[config.mk]
export PLATFORM = sky130hd
export DESIGN_NAME = imd_top
export DESIGN_NICKNAME = d
export VERILOG_FILES = /design/src/include/imd_pkg.sv /design/src/include/imd_mul_if.sv /design/src/logic/imd_top.sv /design/src/logic/imd_mult.sv
export SDC_FILE = /design/constraint.sdc
export NUM_CORES = 1
export LEC_CHECK = 0
export BUFFER_PORTS_ARGS = -buffer_cell sky130_fd_sc_hd__buf_2
export CORE_ASPECT_RATIO = 1.75
export CORE_MARGIN = 5
export CORE_UTILIZATION = 55
export DETAILED_ROUTE_END_ITERATION = 6
export PLACE_DENSITY = 0.75
export SYNTH_ARGS = -nofsm -noshare
export SYNTH_HDL_FRONTEND = slang
export SYNTH_SLANG_ARGS = --single-unit
[constraint.sdc]
create_clock -name core_clk -period 15.9 [get_ports core_clk]
set_input_delay 3.18 -clock core_clk [delete_from_list [all_inputs] [get_ports core_clk]]
set_output_delay 3.18 -clock core_clk [all_outputs]
set_load 0.05 [all_outputs]
[src/include/imd_pkg.sv]
// Constants and types of the integer multiply datapath.
// Assumes a 16-bit core with a 16-entry working register file.
`default_nettype none
package imd_pkg;
  localparam int          DATA_W      = 16;
  localparam int          PROD_W      = 33;
  localparam int          ACC_W       = 40;
  localparam int          LIT_W       = 5;
  localparam int          IDX_W       = 4;
  localparam logic [3:0]  FILE_LO_IDX = 4'h2;
  localparam logic [3:0]  FILE_HI_IDX = 4'h3;
  localparam logic [3:0]  PAIR_STEP   = 4'h1;
  localparam bit          MC_DEFAULT  = 1'b1;

  typedef enum logic [1:0] {
    IMD_DST_PAIR   = 2'h0,
    IMD_DST_SINGLE = 2'h1,
    IMD_DST_ACC    = 2'h2,
    IMD_DST_FILE   = 2'h3
  } imd_dest_e;

  typedef enum logic [0:0] {
    IMD_ST_IDLE = 1'h0,
    IMD_ST_HOLD = 1'h1
  } imd_state_e;
endpackage : imd_pkg
`default_nettype wire

[src/include/imd_mul_if.sv]
// Operand and product bundle between datapath control and multiplier.
// Assumes both ends run combinationally in one clock domain.
`timescale 1ns/100ps
`default_nettype none
interface imd_mul_if;
  import imd_pkg::*;
  logic [DATA_W-1:0] a;
  logic [DATA_W-1:0] b;
  logic              a_signed;
  logic              b_signed;
  logic [PROD_W-1:0] prod;
  modport core (input a, input b, input a_signed, input b_signed,
                output prod);
  modport user (output a, output b, output a_signed, output b_signed,
                input prod);
endinterface : imd_mul_if
`default_nettype wire

[src/logic/imd_top.sv]
// Integer multiply datapath: decoder requests in, register writes out.
// Assumes decoder holds request fields valid with req_valid.
//
// Contract
// - Pair forms write full product, high to next
// - All four operand signedness pairings supported, except file forms (both forced unsigned) and literal forms (second forced unsigned)
// - Single forms write one register only
// - Five-bit unsigned literal replaces second operand
// - Accumulator forms only on motor-control variants
// - Non-core register access adds one cycle
`timescale 1ns/100ps
`default_nettype none
module imd_top #(
  parameter bit MC_VARIANT = imd_pkg::MC_DEFAULT,
  parameter int ACC_WIDTH  = imd_pkg::ACC_W
) (
  input  wire logic                        core_clk,
  input  wire logic                        srst,
  input  wire logic                        req_valid,
  input  wire imd_pkg::imd_dest_e          req_dest,
  input  wire logic                        req_a_signed,
  input  wire logic                        req_b_signed,
  input  wire logic                        req_use_lit,
  input  wire logic [imd_pkg::DATA_W-1:0]  req_a,
  input  wire logic [imd_pkg::DATA_W-1:0]  req_b,
  input  wire logic [imd_pkg::LIT_W-1:0]   req_lit,
  input  wire logic [imd_pkg::IDX_W-1:0]   req_wnd,
  input  wire logic                        req_sfr_extra,
  output logic                             req_ready,
  output logic                             wr_lo_en,
  output logic [imd_pkg::IDX_W-1:0]        wr_lo_idx,
  output logic [imd_pkg::DATA_W-1:0]       wr_lo_data,
  output logic                             wr_hi_en,
  output logic [imd_pkg::IDX_W-1:0]        wr_hi_idx,
  output logic [imd_pkg::DATA_W-1:0]       wr_hi_data,
  output logic                             acc_en,
  output logic [ACC_WIDTH-1:0]             acc_data,
  output logic                             flags_we,
  output logic                             illegal_op
);
  import imd_pkg::*;

  imd_mul_if   mul ();
  imd_state_e  state_reg;
  logic        taken;
  logic        issue;
  logic [DATA_W-1:0] live_b;
  logic        live_as;
  logic        live_bs;
  logic [DATA_W-1:0] hold_a_reg;
  logic [DATA_W-1:0] hold_b_reg;
  logic        hold_as_reg;
  logic        hold_bs_reg;
  imd_dest_e   hold_dest_reg;
  logic [IDX_W-1:0] hold_wnd_reg;
  imd_dest_e   cur_dest;
  logic [IDX_W-1:0] cur_wnd;

  imd_mult u_mult (
    .mul (mul.core)
  );

  assign taken = req_valid && req_ready;
  assign issue = (taken && !req_sfr_extra) || (state_reg == IMD_ST_HOLD);

  // Literal is zero-extended and always unsigned
  assign live_b  = req_use_lit ? {{(DATA_W-LIT_W){1'b0}}, req_lit}
                               : req_b;
  assign live_as = (req_dest == IMD_DST_FILE) ? 1'b0 : req_a_signed;
  assign live_bs = (req_use_lit || req_dest == IMD_DST_FILE) ? 1'b0
                                                             : req_b_signed;

  // Held operands feed the multiplier during the extra cycle
  always_comb begin
    if (state_reg == IMD_ST_HOLD) begin
      mul.a        = hold_a_reg;
      mul.b        = hold_b_reg;
      mul.a_signed = hold_as_reg;
      mul.b_signed = hold_bs_reg;
      cur_dest     = hold_dest_reg;
      cur_wnd      = hold_wnd_reg;
    end else begin
      mul.a        = req_a;
      mul.b        = live_b;
      mul.a_signed = live_as;
      mul.b_signed = live_bs;
      cur_dest     = req_dest;
      cur_wnd      = req_wnd;
    end
  end

  // Sequencing and ready
  always_ff @(posedge core_clk) begin
    if (srst) begin
      state_reg <= IMD_ST_IDLE;
      req_ready <= 1'b1;
    end else if (state_reg == IMD_ST_HOLD) begin
      state_reg <= IMD_ST_IDLE;
      req_ready <= 1'b1;
    end else if (taken && req_sfr_extra) begin
      state_reg <= IMD_ST_HOLD;
      req_ready <= 1'b0;
    end
  end

  // Operand capture for stretched requests
  always_ff @(posedge core_clk) begin
    if (srst) begin
      hold_a_reg    <= '0;
      hold_b_reg    <= '0;
      hold_as_reg   <= 1'b0;
      hold_bs_reg   <= 1'b0;
      hold_dest_reg <= IMD_DST_PAIR;
      hold_wnd_reg  <= '0;
    end else if (taken && req_sfr_extra) begin
      hold_a_reg    <= req_a;
      hold_b_reg    <= live_b;
      hold_as_reg   <= live_as;
      hold_bs_reg   <= live_bs;
      hold_dest_reg <= req_dest;
      hold_wnd_reg  <= req_wnd;
    end
  end

  // Result write-back
  always_ff @(posedge core_clk) begin
    if (srst) begin
      wr_lo_en   <= 1'b0;
      wr_lo_idx  <= '0;
      wr_lo_data <= '0;
      wr_hi_en   <= 1'b0;
      wr_hi_idx  <= '0;
      wr_hi_data <= '0;
      acc_en     <= 1'b0;
      acc_data   <= '0;
      illegal_op <= 1'b0;
    end else begin
      wr_lo_en   <= 1'b0;
      wr_hi_en   <= 1'b0;
      acc_en     <= 1'b0;
      illegal_op <= 1'b0;
      if (issue) begin
        case (cur_dest)
          IMD_DST_PAIR: begin
            wr_lo_en   <= 1'b1;
            wr_lo_idx  <= cur_wnd;
            wr_lo_data <= mul.prod[DATA_W-1:0];
            wr_hi_en   <= 1'b1;
            wr_hi_idx  <= cur_wnd + PAIR_STEP;
            wr_hi_data <= mul.prod[2*DATA_W-1:DATA_W];
          end
          IMD_DST_SINGLE: begin
            wr_lo_en   <= 1'b1;
            wr_lo_idx  <= cur_wnd;
            wr_lo_data <= mul.prod[DATA_W-1:0];
          end
          IMD_DST_ACC: begin
            if (MC_VARIANT) begin
              acc_en   <= 1'b1;
              acc_data <= {{(ACC_WIDTH-PROD_W){mul.prod[PROD_W-1]}},
                           mul.prod};
            end else begin
              illegal_op <= 1'b1;
            end
          end
          default: begin
            wr_lo_en   <= 1'b1;
            wr_lo_idx  <= FILE_LO_IDX;
            wr_lo_data <= mul.prod[DATA_W-1:0];
            wr_hi_en   <= 1'b1;
            wr_hi_idx  <= FILE_HI_IDX;
            wr_hi_data <= mul.prod[2*DATA_W-1:DATA_W];
          end
        endcase
      end
    end
  end

  // Status flags are never written by this unit
  always_ff @(posedge core_clk) begin
    flags_we <= 1'b0;
  end

  // Reference product for checking
  function automatic logic [2*DATA_W-1:0] ref_prod(
    input logic [DATA_W-1:0] a,
    input logic [DATA_W-1:0] b,
    input logic              as,
    input logic              bs
  );
    logic signed [DATA_W:0]     ax;
    logic signed [DATA_W:0]     bx;
    logic signed [2*DATA_W+1:0] p;
    ax = $signed({as & a[DATA_W-1], a});
    bx = $signed({bs & b[DATA_W-1], b});
    p  = ax * bx;
    return p[2*DATA_W-1:0];
  endfunction : ref_prod

  logic [2*DATA_W-1:0] ref_now;
  logic                quick;
  assign ref_now = ref_prod(req_a, live_b, live_as, live_bs);
  assign quick   = taken && !req_sfr_extra;
endmodule : imd_top
`default_nettype wire

[src/logic/imd_mult.sv]
// Combinational 16x16 multiplier with per-operand signedness.
// Assumes operands are stable for the cycle they are used in.
`timescale 1ns/100ps
`default_nettype none
module imd_mult (
  imd_mul_if.core mul
);
  import imd_pkg::*;
  logic signed [DATA_W:0]     a_ext;
  logic signed [DATA_W:0]     b_ext;
  logic signed [2*DATA_W+1:0] full;

  // Extend each operand by its own sign choice
  assign a_ext = $signed({mul.a_signed & mul.a[DATA_W-1], mul.a});
  assign b_ext = $signed({mul.b_signed & mul.b[DATA_W-1], mul.b});
  assign full  = a_ext * b_ext;
  assign mul.prod = full[PROD_W-1:0];
endmodule : imd_mult
`default_nettype wire

==> Word-level counts from Yosys, hierarchy flattened <==
Cells that the tools add are included.
{ "op_classes": {"n_mul": 1, "n_bitwise": 5, "mux": 15, "n_reduce_logical": 14, "eq_ne": 3, "addsub": 1} }
{ "op_table": {"columns": ["operator", "n"], "rows": [
  ["two-way mux 16 bit", 3],
  ["multiplier 17 x 17 -> 33 bit", 1],
  ["case mux 4 bit (2 select lines)", 2],
  ["two-way mux 1 bit", 8],
  ["OR reduction 2 bit", 4],
  ["AND reduction 2 bit", 3],
  ["adder 4 x 1 -> 4 bit (second input constant)", 1],
  ["== test 2 bit (second input constant)", 2],
  ["two-way mux 4 bit", 1],
  ["logical AND 1 bit", 3],
  ["NOT 1 bit", 3],
  ["bitwise AND 1 bit", 2],
  ["== test 2 x 1 -> 1 bit (second input constant)", 1],
  ["zero test 2 bit", 1],
  ["logical OR 1 bit", 2],
  ["two-way mux 2 bit", 1],
  ["zero test 1 bit", 1]
]} }
{ "totals": {"input_bits": 50, "register_bits": 118, "out_inout_bits": 86, "wordCells": 55} }

==> Logic depth before layout (Yosys ltp) <==
Gate-level depths: netlist of run 1.
{ "depth": {"word_depth": 6, "ltp_mapped": 27, "mapped_depth_nobuf": 25} }

==> By module <==
A second synthesis of run 1 with hierarchy kept.
{ "hier_totals": {"cells_unflattened": 1780, "hier_area_um2": 15559.9} }
{ "by_module_without_submodules": {"columns": ["mod", "instances", "area_per_inst_um2", "seq_area_each_um2", "cells_each"], "rows": [
  ["imd_mult", 1, 10726.5, 0.0, 1192],
  ["imd_top", 1, 4833.4, 2362.3, 588]
]} }

==> Worst setup path before layout of run 1 <==
No wires, ideal clock.
{ "synth_timing": {"kind": "input to register", "start": "input req_use_lit", "end": "register acc_data[32]", "t_required_ps": 15823, "t_arrival_ps": 9488, "setup_time_ps": 77, "path_buffers": 3, "path_stages": 24, "path_slack_ps": 6335, "path_cell_list": "buf_6 inv_1 clkbuf_1 nand2_1 o21ai_0 clkbuf_1 nand2_1 fa_1 inv_1 fa_1 fa_1 fa_1 fa_1 inv_1 fa_1 inv_1 ha_1 and3_2 and2_1 a22oi_1 and4_2 o21bai_1 or4b_1 a41oi_2"} }
{ "synth_via": {"elab_chain_cells": 5, "elab_cells_between_ends": 7, "classes_between": "mul (1); mux (4); bitwise (1); reduce/logical (1)"} }
{ "synth_lines": {"columns": ["item", "line", "rtl"], "rows": [
  ["start, declared", "imd_top.sv:23", "input wire logic req_use_lit,"],
  ["logical OR 1 bit", "imd_top.sv:70", "assign live_bs = (req_use_lit || req_dest == IMD_DST_FILE) ? 1'b0"],
  ["two-way mux 1 bit", "imd_top.sv:70", null],
  ["two-way mux 1 bit", "imd_top.sv:75", "if (state_reg == IMD_ST_HOLD) begin"],
  ["bitwise AND 1 bit", "imd_mult.sv:15", "assign b_ext = $signed({mul.b_signed & mul.b[DATA_W-1], mul.b});"],
  ["multiplier 17 x 17 -> 33 bit *", "imd_mult.sv:16", "assign full = a_ext * b_ext;"],
  ["end signal, assigned", "imd_top.sv:160", "acc_data <= {{(ACC_WIDTH-PROD_W){mul.prod[PROD_W-1]}},"],
  ["end, declared", "imd_top.sv:37", "output logic [ACC_WIDTH-1:0] acc_data,"]
]} }
Mark *: on every way between the ends. The rest lies on a longest branch, timed or not.
A chain may end at the register's enable or synchronous reset.

==> Final worst setup path of run 1 <==
{ "layout_timing": {"start": "input req_use_lit", "end": "register wr_hi_data[9] (netlist bit)"} }
{ "layout_via": {"elab_chain_cells": 5, "elab_cells_between_ends": 7, "classes_between": "mul (1); mux (4); bitwise (1); reduce/logical (1)"} }
{ "layout_lines": {"columns": ["item", "line", "rtl"], "rows": [
  ["logical OR 1 bit", "imd_top.sv:70", null],
  ["two-way mux 1 bit", "imd_top.sv:70", null],
  ["two-way mux 1 bit", "imd_top.sv:75", null],
  ["bitwise AND 1 bit", "imd_mult.sv:15", null],
  ["multiplier 17 x 17 -> 33 bit *", "imd_mult.sv:16", null],
  ["end signal, assigned", "imd_top.sv:150", "wr_hi_data <= mul.prod[2*DATA_W-1:DATA_W];"],
  ["end signal, assigned", "imd_top.sv:172", "wr_hi_data <= mul.prod[2*DATA_W-1:DATA_W];"],
  ["end, declared", "imd_top.sv:35", "output logic [imd_pkg::DATA_W-1:0] wr_hi_data,"]
]} }
Marks and branches as above.

==> out/metrics.csv, run 1 <==
stage,metric,value,unit
drt,drt_iter0_drc,746,
global_routing,grt_first_pass_wirelength,75000,um
global_routing,antenna_found_initial,2,
timing,layout_setup_ws,5.62,ns
logic_synthesis,synth_edf_count,0,
placement,gp_congestion,1.05,
setup_path,reg2reg_to,wr_hi_data[9]$_SDFFE_PP0P_,
timing,whs,0.455,ns
logic_synthesis,synthCells,1833,
setup_path,crit_type,input pin to flop,
setup_path,reg2reg_from,state_reg$_SDFF_PP0_,
timing,timing.final.crit_share,64.7,%
finish,layout.nets,2356,
clocking,post_cts_buffers,0,
logic_synthesis,ys_async_sr_fraction,0,%
timing,finalClockSkew,0.0143,ns
logic_synthesis,yosys_warnings,0,
finish,regMostFlops,acc_data,
drt,drc,0,
global_routing,grt_overflow_total,0,
timing,min_period,10.28,ns
pwr,p_leak,8.31,nW
pwr,switchingPower,1.78,mW
timing,setup_viol,0,
logic_synthesis,synth-seq-cells,118,
pwr,p_int,1.42,mW
finish,layoutNonFillerInstCount,2321,
setup_path,rr_worst_depth,22,
floorplan,chipHeight,234,um
hold_path,hold_end,acc_data[9]$_SDFFE_PP0P_,
placement,io_buffers,133,
floorplan,initial_core_util,55.3,%
clocking,clk-insertion-delay-late,0.45,ns
status,outcome,"finished, final reports clean",
floorplan,die_width,138,um
clocking,cts-root-buf,clkbuf_16,
floorplan,core_area,28400,um2
hold_path,min_path_cells,2,
setup_path,crit_arrival,10.62,ns
timing,maxSlewHeadroom,21.8,%
flow_run,maxCapViolCount,0,
finish,drive_gt1_share,12.1,%
timing,hold_viol_final,0,
clocking,htree_levels,4,
setup_path,endpoint_kind,flop,
clocking,cts_resized,0,
timing,tightest_slew,1.17,ns
pwr,max-vdd-ir-drop,0.173,mV
clocking,path_clk_slew,0.07,ns
logic_synthesis,synth_most_common_cell,inv_1,
logic_synthesis,yosys.area.top_type,fa_1,
floorplan,io_pins,136,
clocking,cts_tree,yes,
finish,fin_util,60.8,%
placement,dpl.hpwl,37700,um
setup_path,cp.required,16.24,ns
clocking,cts_sinks,118,
pwr,pwr-share-clk,12.5,%
clocking,cts_made_buffers,17,
drt,vias,13100,
logic_synthesis,synth_area_leaders,"fa_1 (37%), dfxtp_1 (15%), inv_1 (8.1%)",
placement,placedCellCount,2289,
setup_path,startpoint_type,input pin,
global_routing,grt_pass1_vias,14500,
timing,rsz0062_at_grt,false,
logic_synthesis,synth.distinct_cells,68,
logic_synthesis,synthTopCellsByCount,"inv_1 (339), nand2_1 (307), fa_1 (290)",
logic_synthesis,synthDominantCellAreaShare,37.0,%
finish,antenna_cells,0,
pwr,pwr-share-comb,76.0,%
clocking,clock_path_buffers,2,
pwr,seqPwrFrac,11.6,%
floorplan,dieArea,32200,um2
setup_path,r2r_setup_slack,7.21,ns
timing,final.setup.tns,0,ns
global_routing,grtUsageTotal,31.0,%
clocking,holdBufCountCts,0,
placement,post-place-ws,5.27,ns
floorplan,placementRows,82,
hold_path,min_from,acc_data[9]$_SDFFE_PP0P_,
logic_synthesis,yosysSeqAreaShare,15.0,%
logic_synthesis,syn_area_per_cell,8.57,um2
finish,largest_reg_flops,33,
pwr,p_sw_share,55.6,%
timing,final_max_slew_viol_count,0,
finish,areaGrowthSynthToFinish,10.0,%
pwr,powerDensity,185,nW/um2
logic_synthesis,netlist_area,15700,um2
setup_path,cp_max_fo,16,
timing,fmax,97.3,MHz
drt,wire_per_inst,20.2,um
drt,drt_wl_total,46800,um
logic_synthesis,synth_ff_type,dfxtp_1,
global_routing,grt_max_degree,96,
setup_path,worstSetupStartpoint,req_use_lit,
drt,firstDrtPassIters,5,
hold_path,hold_path_class,flop to flop,
drt,vias_per_cell,5.66,
drt,ant_nets,0,
==> worst max-delay path: stages <==
cell and delay (ns):
buf_2 0.21, nor3b_1 0.11, a21oi_1 0.93, or3_1 0.52, inv_1 0.20, nand2_1 0.13, fa_1 0.44, fa_1 0.49
inv_1 0.05, fa_1 0.50, fa_1 0.43, fa_1 0.50, inv_1 0.06, fa_1 0.55, inv_1 0.07, ha_1 0.34
a21oi_1 0.17, o21ai_0 0.14, a211oi_1 0.69, a211oi_2 0.24, or3_1 0.39, a32o_1 0.25
==> layout make-up <==
type | count | area, um2
Timing Repair Buffer | 155 | 833
Tap cell | 378 | 473
Clock buffer | 17 | 425
Clock inverter | 15 | 178
Inverter | 339 | 1270
Multi-Input combinational cell | 1299 | 11700
Sequential cell | 118 | 2370
Fill cell | 2518 | 11100
==> metal layers <==
metal	vias up	wire length, um	share of wire (%)	track usage [%]
met2	550	24100	52	53.9
met1	6520	15900	34	33.3
met3	206	2630	5.6	4.68
li1	5862	-	-	-
met4	4	4130	8.8	23.3
met5	-	22	0.047	0
==> layout by cell type, fill, tap and decap left out, types with 5 or more instances in the layout <==
master       n
nand3_1     19
a21oi_1     99
inv_1      339
o211ai_1     5
buf_2      132
o31ai_1      6
o21ai_0     24
xor2_1       6
nor3_1      24
a211oi_1     9
nand2_1    307
nor3b_1      7
mux2i_1     26
and2_1      11
or3_1        8
a21o_1      14
fa_1       290
o21a_1      18
inv_8        7
and3_1       8
xnor2_1     22
nor2_1     195
buf_4       23
o21bai_1     6
mux2_2      27
ha_1        86
clkbuf_16   17
a31oi_1      6
dfxtp_1    117
==> metrics by stage <==
| stage | area, um2 | power [mW] |
|---|---|---|
| final | 17300 | 3.20 |
| after detailed placement | 16700 | 2.76 |
| after global routing | 17300 | 3.49 |
| after global placement | 16700 | 2.74 |
| after floorplan | 15700 | 2.11 |
| after CTS | 17300 | 3.20 |
==> how the worst max path moves through the flow <==
stage	to	depth (start not counted)
6_report	wr_hi_data[9]$_SDFFE_PP0P_	22
5_1_grt	wr_hi_data[9]$_SDFFE_PP0P_	22
4_1_cts	wr_hi_data[9]$_SDFFE_PP0P_	22
3_5_place_dp	acc_data[32]$_SDFFE_PP0P_	21
3_3_place_gp	wr_hi_data[9]$_SDFFE_PP0P_	22
2_1_floorplan	acc_data[32]$_SDFFE_PP0P_	24
==> kinds of logic (layout without fill, tap and decap cells) <==
family | after synthesis | after routing | synth area share (%)
multiplexers | 53 | 53 | 3.59
AO/OA/AOI/OAI | 234 | 234 | 9.64
AND/OR/NAND/NOR | 606 | 606 | 16.0
buffers and inverters | 417 | 526 | 10.3
XOR/XNOR | 28 | 28 | 1.56
adder cells (fa/ha/maj) | 376 | 376 | 43.8
other | 1 | 2 | 0.0239
flip-flops | 118 | 118 | 15.0
==> power groups by stage <==
stage                     logic, mW  clock network [mW]  registers, mW
final                          2.43               0.399          0.371
after global routing           2.69               0.419          0.375
after CTS                      2.42               0.404          0.370
after detailed placement       2.39                   0          0.376
after global placement         2.36                   0          0.375
after floorplan                1.60                   0          0.510
Note: power is estimated with default switching activity, not from simulation.
==> run 2: changes to the inputs <==
- ABC_AREA: default -> 1
- clock period: 15.9 -> 9.47 ns (I/O delays scaled with it)
==> out/metrics.csv, run 2 <==
stage,metric,value,unit,change
timing,timing.final.crit_share,84.6,%,
setup_path,r2r_setup_slack,2.11,ns,-5.10 ns
logic_synthesis,yosysSeqAreaShare,14.8,%,-0.26 points
finish,areaGrowthSynthToFinish,10.1,%,about the same
setup_path,crit_arrival,8.33,ns,-2.29 ns
clocking,holdBufCountCts,0,,unchanged
timing,tightest_slew,1.14,ns,-0.0374 ns
global_routing,grtUsageTotal,29.4,%,-1.6 points
clocking,clk-insertion-delay-late,0.44,ns,about the same
finish,largest_reg_flops,33,,unchanged
setup_path,reg2reg_from,state_reg$_SDFF_PP0_,,
pwr,p_sw_share,59.2,%,+3.6 points
floorplan,io_pins,136,,unchanged
placement,io_buffers,133,,unchanged
logic_synthesis,yosys_warnings,0,,unchanged
pwr,seqPwrFrac,9.5,%,-2.1 points
global_routing,grt_overflow_total,0,,unchanged
setup_path,cpPeakStageDelay,0.61,ns,-0.32 ns
pwr,pwr-share-clk,10.1,%,-2.4 points
global_routing,grt_max_degree,75,,-22%
clocking,post_cts_buffers,0,,unchanged
floorplan,placementRows,82,,unchanged
finish,layout.nets,2610,,+11%
setup_path,crit_chain,buf_2 -> inv_1 -> nand2_1 -> o21ai_1 -> buf_4 -> inv_1 -> nor2_1 -> fa_1 -> inv_1 -> fa_1 -> fa_1 -> fa_1 -> fa_1 -> inv_1 -> fa_1 -> ha_1 -> a21oi_1 -> o21ai_0 -> a21oi_1 -> nand3_1 -> nand2_1 -> nand3_1 -> o211ai_1 -> inv_1,,
logic_synthesis,syn_area_per_cell,7.71,um2,-9.9%
finish,antenna_cells,0,,unchanged
clocking,cts_made_buffers,17,,unchanged
floorplan,dieArea,32700,um2,+1.6%
placement,gp_congestion,1.04,,-1.1%
clocking,clock_path_buffers,2,,unchanged
global_routing,grt_pass1_vias,14900,,+2.8%
status,outcome,"finished, final reports clean",,
hold_path,hold_end,hold_b_reg[4]$_SDFFE_PP0P_,,
pwr,p_leak,9.34,nW,+12%
finish,layoutNonFillerInstCount,2575,,+11%
timing,finalClockSkew,0.0176,ns,+0.00335 ns
setup_path,cp_max_fo,14,,-2
logic_synthesis,yosys.area.top_type,fa_1,,
placement,dpl.hpwl,39100,um,+3.6%
setup_path,crit_family,adder cells,,
setup_path,reg2reg_to,acc_data[27]$_SDFFE_PP0P_,,
logic_synthesis,synth_edf_count,0,,unchanged
logic_synthesis,netlist_area,16000,um2,+1.7%
timing,setup_viol,0,,unchanged
pwr,p_int,2.53,mW,+78%
logic_synthesis,synth_ff_type,dfxtp_1,,
logic_synthesis,synth-seq-cells,118,,unchanged
setup_path,endpoint_kind,flop,,
hold_path,min_path_cells,2,,unchanged
finish,n_fill_cell,2582,,+2.5%
setup_path,startpoint_type,input pin,,
pwr,powerDensity,352,nW/um2,+90%
finish,final_area,17600,um2,+1.8%
drt,drc,0,,unchanged
setup_path,cp.required,9.79,ns,-6.45 ns
clocking,cts-root-buf,clkbuf_16,,
hold_path,hold_path_class,flop to flop,,
pwr,max-vdd-ir-drop,0.411,mV,+140%
logic_synthesis,synthTopCellsByCount,"inv_1 (485), nand2_1 (360), fa_1 (290)",,
clocking,cts_sinks,118,,unchanged
global_routing,antenna_found_initial,0,,-2
floorplan,die_width,139,um,+0.81%
finish,layout_commonest_cell,inv_1,,
global_routing,grt_first_pass_wirelength,75800,um,+1.0%
setup_path,cp_common_cell,fa_1,,
timing,hold_viol_final,0,,unchanged
timing,rsz0062_at_grt,false,,
drt,firstDrtPassIters,6,,+1
setup_path,rr_worst_depth,23,,+4.5%
floorplan,chipHeight,235,um,+0.83%
setup_path,slowest_stage,fa_1,,
logic_synthesis,synthDominantCellAreaShare,36.3,%,-0.63 points
logic_synthesis,synth_area_leaders,"fa_1 (36%), dfxtp_1 (15%), inv_1 (11%)",,
pwr,pwr-share-comb,80.4,%,+4.4 points
clocking,cts_resized,0,,unchanged
finish,final_cell_mix,"inv_1 (484), nand2_1 (360), fa_1 (290)",,
timing,whs,0.454,ns,-0.00103 ns
placement,dpl_cell_area,17000,um2,+2.0%
floorplan,initial_core_util,55.8,%,+0.56 points
logic_synthesis,synth.distinct_cells,38,,-44%
logic_synthesis,synthCells,2071,,+13%
drt,vias,13900,,+5.9%
finish,regMostFlops,acc_data,,
floorplan,core_area,28600,um2,+0.72%
flow_run,maxCapViolCount,0,,unchanged
placement,placedCellCount,2543,,+11%
drt,wire_per_inst,18.2,um,-9.9%
timing,maxSlewHeadroom,24.2,%,+2.4 points
setup_path,worstPathBufferInverterCount,7,,+2
clocking,cts_tree,yes,,
logic_synthesis,synth_most_common_cell,inv_1,,
drt,drt_iter0_drc,920,,+23%
clocking,path_clk_slew,0.06,ns,about the same
finish,drive_gt1_share,10.7,%,-1.4 points
clocking,htree_levels,4,,unchanged
timing,min_period,8.01,ns,
logic_synthesis,ys_async_sr_fraction,0,%,unchanged
pwr,switchingPower,3.66,mW,+110%
drt,drt_wl_total,46800,um,about the same
timing,final.setup.tns,0,ns,unchanged
drt,vias_per_cell,5.41,,-4.5%
drt,ant_nets,0,,unchanged
hold_path,min_from,hold_b_reg[4]$_SDFFE_PP0P_,,
timing,final_max_slew_viol_count,0,,unchanged
setup_path,crit_type,input pin to flop,,
timing,fmax,125,MHz,
-- run 2: per-stage QoR --
stage	worst slack [ns]	util [%]	power, mW
3_5_place_dp	1.05	59.4	5.48
2_1_floorplan	2.07	-	4.02
5_1_grt	1.10	61.4	6.80
6_report	1.46	61.4	6.19
3_3_place_gp	1.05	59.4	5.46
4_1_cts	1.46	61.4	6.17
-- run 2: cell type report --
type | count | area, um2 | share of cell area [%]
multi-input combinational | 1383 | 11400 | 64.7
sequential | 118 | 2360 | 13.4
inverter | 495 | 1860 | 10.6
timing repair buffer | 169 | 936 | 5.32
tap | 378 | 473 | 2.69
clock buffer | 18 | 429 | 2.44
clock inverter | 14 | 140 | 0.797
-- run 2: worst register-to-register path, stage by stage (launching register included) --
cell and delay [ns]:
dfxtp_2 0.80, buf_4 0.45, o21ai_2 0.10, buf_4 0.18, nor2_1 0.34, inv_1 0.17
fa_1 0.65, inv_1 0.13, fa_1 0.47, inv_1 0.33, fa_1 0.54, fa_1 0.50
fa_1 0.54, inv_1 0.05, fa_1 0.44, ha_1 0.39, a21oi_1 0.27, o21ai_0 0.20
a21oi_1 0.24, nand3_1 0.11, nand2_1 0.08, nand3_1 0.07, o211ai_1 0.10, inv_1 0.06
-- run 2: cells by family (layout without fill, tap and decap cells) --
family | count (synthesis) | after routing | synth area share [%]
compound gates | 247 | 247 | 8.52
flops | 118 | 118 | 14.8
mux | 5 | 5 | 0.313
fa+ha+maj | 376 | 376 | 43.1
xor+xnor | 11 | 11 | 0.603
other cells | 1 | 2 | 0.0235
buf+inv | 571 | 696 | 14.0
simple gates | 742 | 742 | 18.6
-- run 2: power by group through the flow --
stage          clock network [mW]  registers, mW  logic (mW)
2_1_floorplan                   0          0.760        3.26
3_3_place_gp                    0          0.598        4.86
3_5_place_dp                    0          0.598        4.88
6_report                    0.625          0.590        4.97
5_1_grt                     0.657          0.597        5.55
4_1_cts                     0.639          0.589        4.94
-- run 2: how the worst max path moves through the flow --
stage | slack (ns) | endpoint | from | cells past startpoint
3_3_place_gp | 1.05 | acc_data[27]$_SDFFE_PP0P_ | req_use_lit | 24
5_1_grt | 1.10 | acc_data[27]$_SDFFE_PP0P_ | req_use_lit | 24
6_report | 1.46 | acc_data[27]$_SDFFE_PP0P_ | req_use_lit | 24
3_5_place_dp | 1.05 | acc_data[27]$_SDFFE_PP0P_ | req_use_lit | 24
2_1_floorplan | 2.07 | acc_data[32]$_SDFFE_PP0P_ | req_use_lit | 27
4_1_cts | 1.46 | acc_data[27]$_SDFFE_PP0P_ | req_use_lit | 24
-- run 2: layer usage --
metal / part of all wire, % / GRT usage (%)
met5: 0 / 0
met4: 7.8 / 19.1
met3: 6.0 / 4.63
met2: 53 / 53.7
met1: 33 / 30.8
==> run 3: changes to the inputs <==
- PLACE_DENSITY: 0.75 -> 0.78
- clock period: 9.47 -> 6.5 ns (I/O delays scaled with it)
==> out/metrics.csv, run 3 (synthesized netlist as in run 2, its figures left out) <==
stage,metric,value,unit,change
status,outcome,"complete, but fails checks",,
status,violations,setup timing,,
clocking,path_clk_slew,0.06,ns,about the same
placement,io_buffers,133,,unchanged
floorplan,dieArea,32700,um2,unchanged
timing,maxSlewHeadroom,40.0,%,+16 points
setup_path,crit_arrival,6.92,ns,-1.41 ns
setup_path,crit_type,input pin to flop,,
global_routing,grt_pass1_vias,15900,,+7.0%
timing,rsz0062_at_grt,true,,
global_routing,grt_first_pass_wirelength,78700,um,+3.7%
finish,largest_reg_flops,33,,unchanged
clocking,cts_made_buffers,17,,unchanged
floorplan,core_area,28600,um2,unchanged
finish,regArea,2360,um2,unchanged
setup_path,startpoint_type,input pin,,
setup_path,endpoint_kind,flop,,
finish,drive_gt1_share,29.0,%,+18 points
global_routing,grt_overflow_total,0,,unchanged
finish,regMostFlops,acc_data,,
hold_path,hold_path_class,flop to flop,,
timing,setup_viol,20,,+20
timing,layout_setup_ws,-0.0928,ns,-1.55 ns
clocking,clk-insertion-delay-late,0.44,ns,about the same
global_routing,grtUsageTotal,30.2,%,+0.87 points
setup_path,cpPeakStageDelay,0.53,ns,-0.08 ns
placement,dpl_cell_area,19100,um2,+12%
finish,layout_commonest_cell,inv_1,,
clocking,cts_tree,yes,,
drt,drc,0,,unchanged
timing,hold_viol_final,0,,unchanged
clocking,clock_path_buffers,2,,unchanged
floorplan,placementRows,82,,unchanged
clocking,cts_sinks,118,,unchanged
timing,min_period,6.59,ns,
floorplan,chipHeight,235,um,unchanged
placement,dpl.hpwl,41200,um,+5.5%
finish,final_area,21100,um2,+20%
timing,finalClockSkew,0.0123,ns,-0.00533 ns
timing,final_max_slew_viol_count,0,,unchanged
global_routing,antenna_found_initial,0,,unchanged
timing,fmax,152,MHz,
drt,ant_nets,0,,unchanged
timing,timing.final.crit_share,101,%,
clocking,cts-root-buf,clkbuf_16,,
finish,layout.nets,2854,,+9.3%
setup_path,cp.required,6.83,ns,-2.96 ns
flow_run,maxCapViolCount,0,,unchanged
setup_path,cp_max_fo,5,,-9
clocking,holdBufCountCts,0,,unchanged
finish,antenna_cells,0,,unchanged
global_routing,grt_max_degree,75,,unchanged
finish,multi_input_area,12600,um2,+10%
drt,wire_per_inst,18.0,um,-1.0%
drt,vias_per_cell,5.30,,-1.9%
placement,gp_congestion,0.984,,-5.2%
drt,drt_wl_total,50700,um,+8.4%
floorplan,io_pins,136,,unchanged
setup_path,cp_common_cell,inv_1,,
floorplan,die_width,139,um,unchanged
setup_path,slowest_stage,fa_1,,
finish,areaGrowthSynthToFinish,31.8,%,
drt,vias,14900,,+7.3%
floorplan,initial_core_util,55.8,%,unchanged
drt,drt_iter0_drc,889,,-3.4%
clocking,htree_levels,4,,unchanged
finish,n_fill_cell,2098,,-19%
drt,firstDrtPassIters,5,,-1
timing,tightest_slew,0.900,ns,-0.236 ns
finish,final_cell_mix,"inv_1 (441), nand2_1 (309), fa_1 (276)",,
[run 3: worst max-delay path: cells and delay by family]
kind                     cells  cell delay [ns]
adder cells (fa/ha/maj)      7             3.30
buffers and inverters       13             1.33
AND/OR/NAND/NOR              8             0.76
AO/OA/AOI/OAI                1             0.20
[run 3: metal layers]
metal	GRT usage, %	vias up	routed length (um)
met5	0	-	0
met4	21.7	0	4680
met3	3.80	228	2280
met2	55.4	549	27100
met1	31.3	7280	16700
li1	-	6886	-
[run 3: layout make-up]
| type | instances | area share (%) |
|---|---|---|
| multi-input cells | 1383 | 59.6 |
| repair buffers | 413 | 14.8 |
| flip-flops and latches | 118 | 11.2 |
| inverters | 495 | 9.16 |
| well taps | 378 | 2.25 |
| clock buffers | 18 | 2.08 |
| clock inverters | 14 | 0.891 |
[run 3: path summary, 6_finish.rpt]
kind                                              startpoint                      endpoint  slack, ns  cells past startpoint
worst min-delay path            hold_wnd_reg[3]$_SDFFE_PP0P_  hold_wnd_reg[3]$_SDFFE_PP0P_       0.46                      2
worst min register to register  hold_wnd_reg[3]$_SDFFE_PP0P_  hold_wnd_reg[3]$_SDFFE_PP0P_       0.46                      2
worst max register to register          state_reg$_SDFF_PP0_     acc_data[26]$_SDFFE_PP0P_       0.09                     29
worst max-delay path                                req_a[8]     acc_data[26]$_SDFFE_PP0P_      -0.09                     29
[run 3: repair_timing]
item | in CTS | in global routing
resized for setup | 49 | 247
cloned | 0 | 2
endpoints found under the setup margin | 38 | 44
pin swaps | 11 | 101
setup buffers | 2 | 30
[run 3: stage by stage]
| stage | utilization [%] | TNS [ns] | setup WS, ns | instances | hold WS, ns |
|---|---|---|---|---|---|
| 3_5_place_dp | 66.6 | -22.50 | -0.770 | 2753 | 0.445 |
| 4_1_cts | 69.4 | -0.0203 | -0.0157 | 2787 | 0.454 |
| 6_report | 73.6 | -1.14 | -0.0928 | 2819 | 0.457 |
| 5_1_grt | 73.6 | -5.39 | -0.244 | 2819 | 0.475 |
| 3_3_place_gp | 66.6 | -20.74 | -0.680 | 2753 | 0.439 |
| 2_1_floorplan | - | -0.00689 | -0.00689 | 2072 | 0.429 |
Power of run 3 is not shown: default switching activity piles up to over one toggle a cycle in this logic, so the estimate is an artifact.
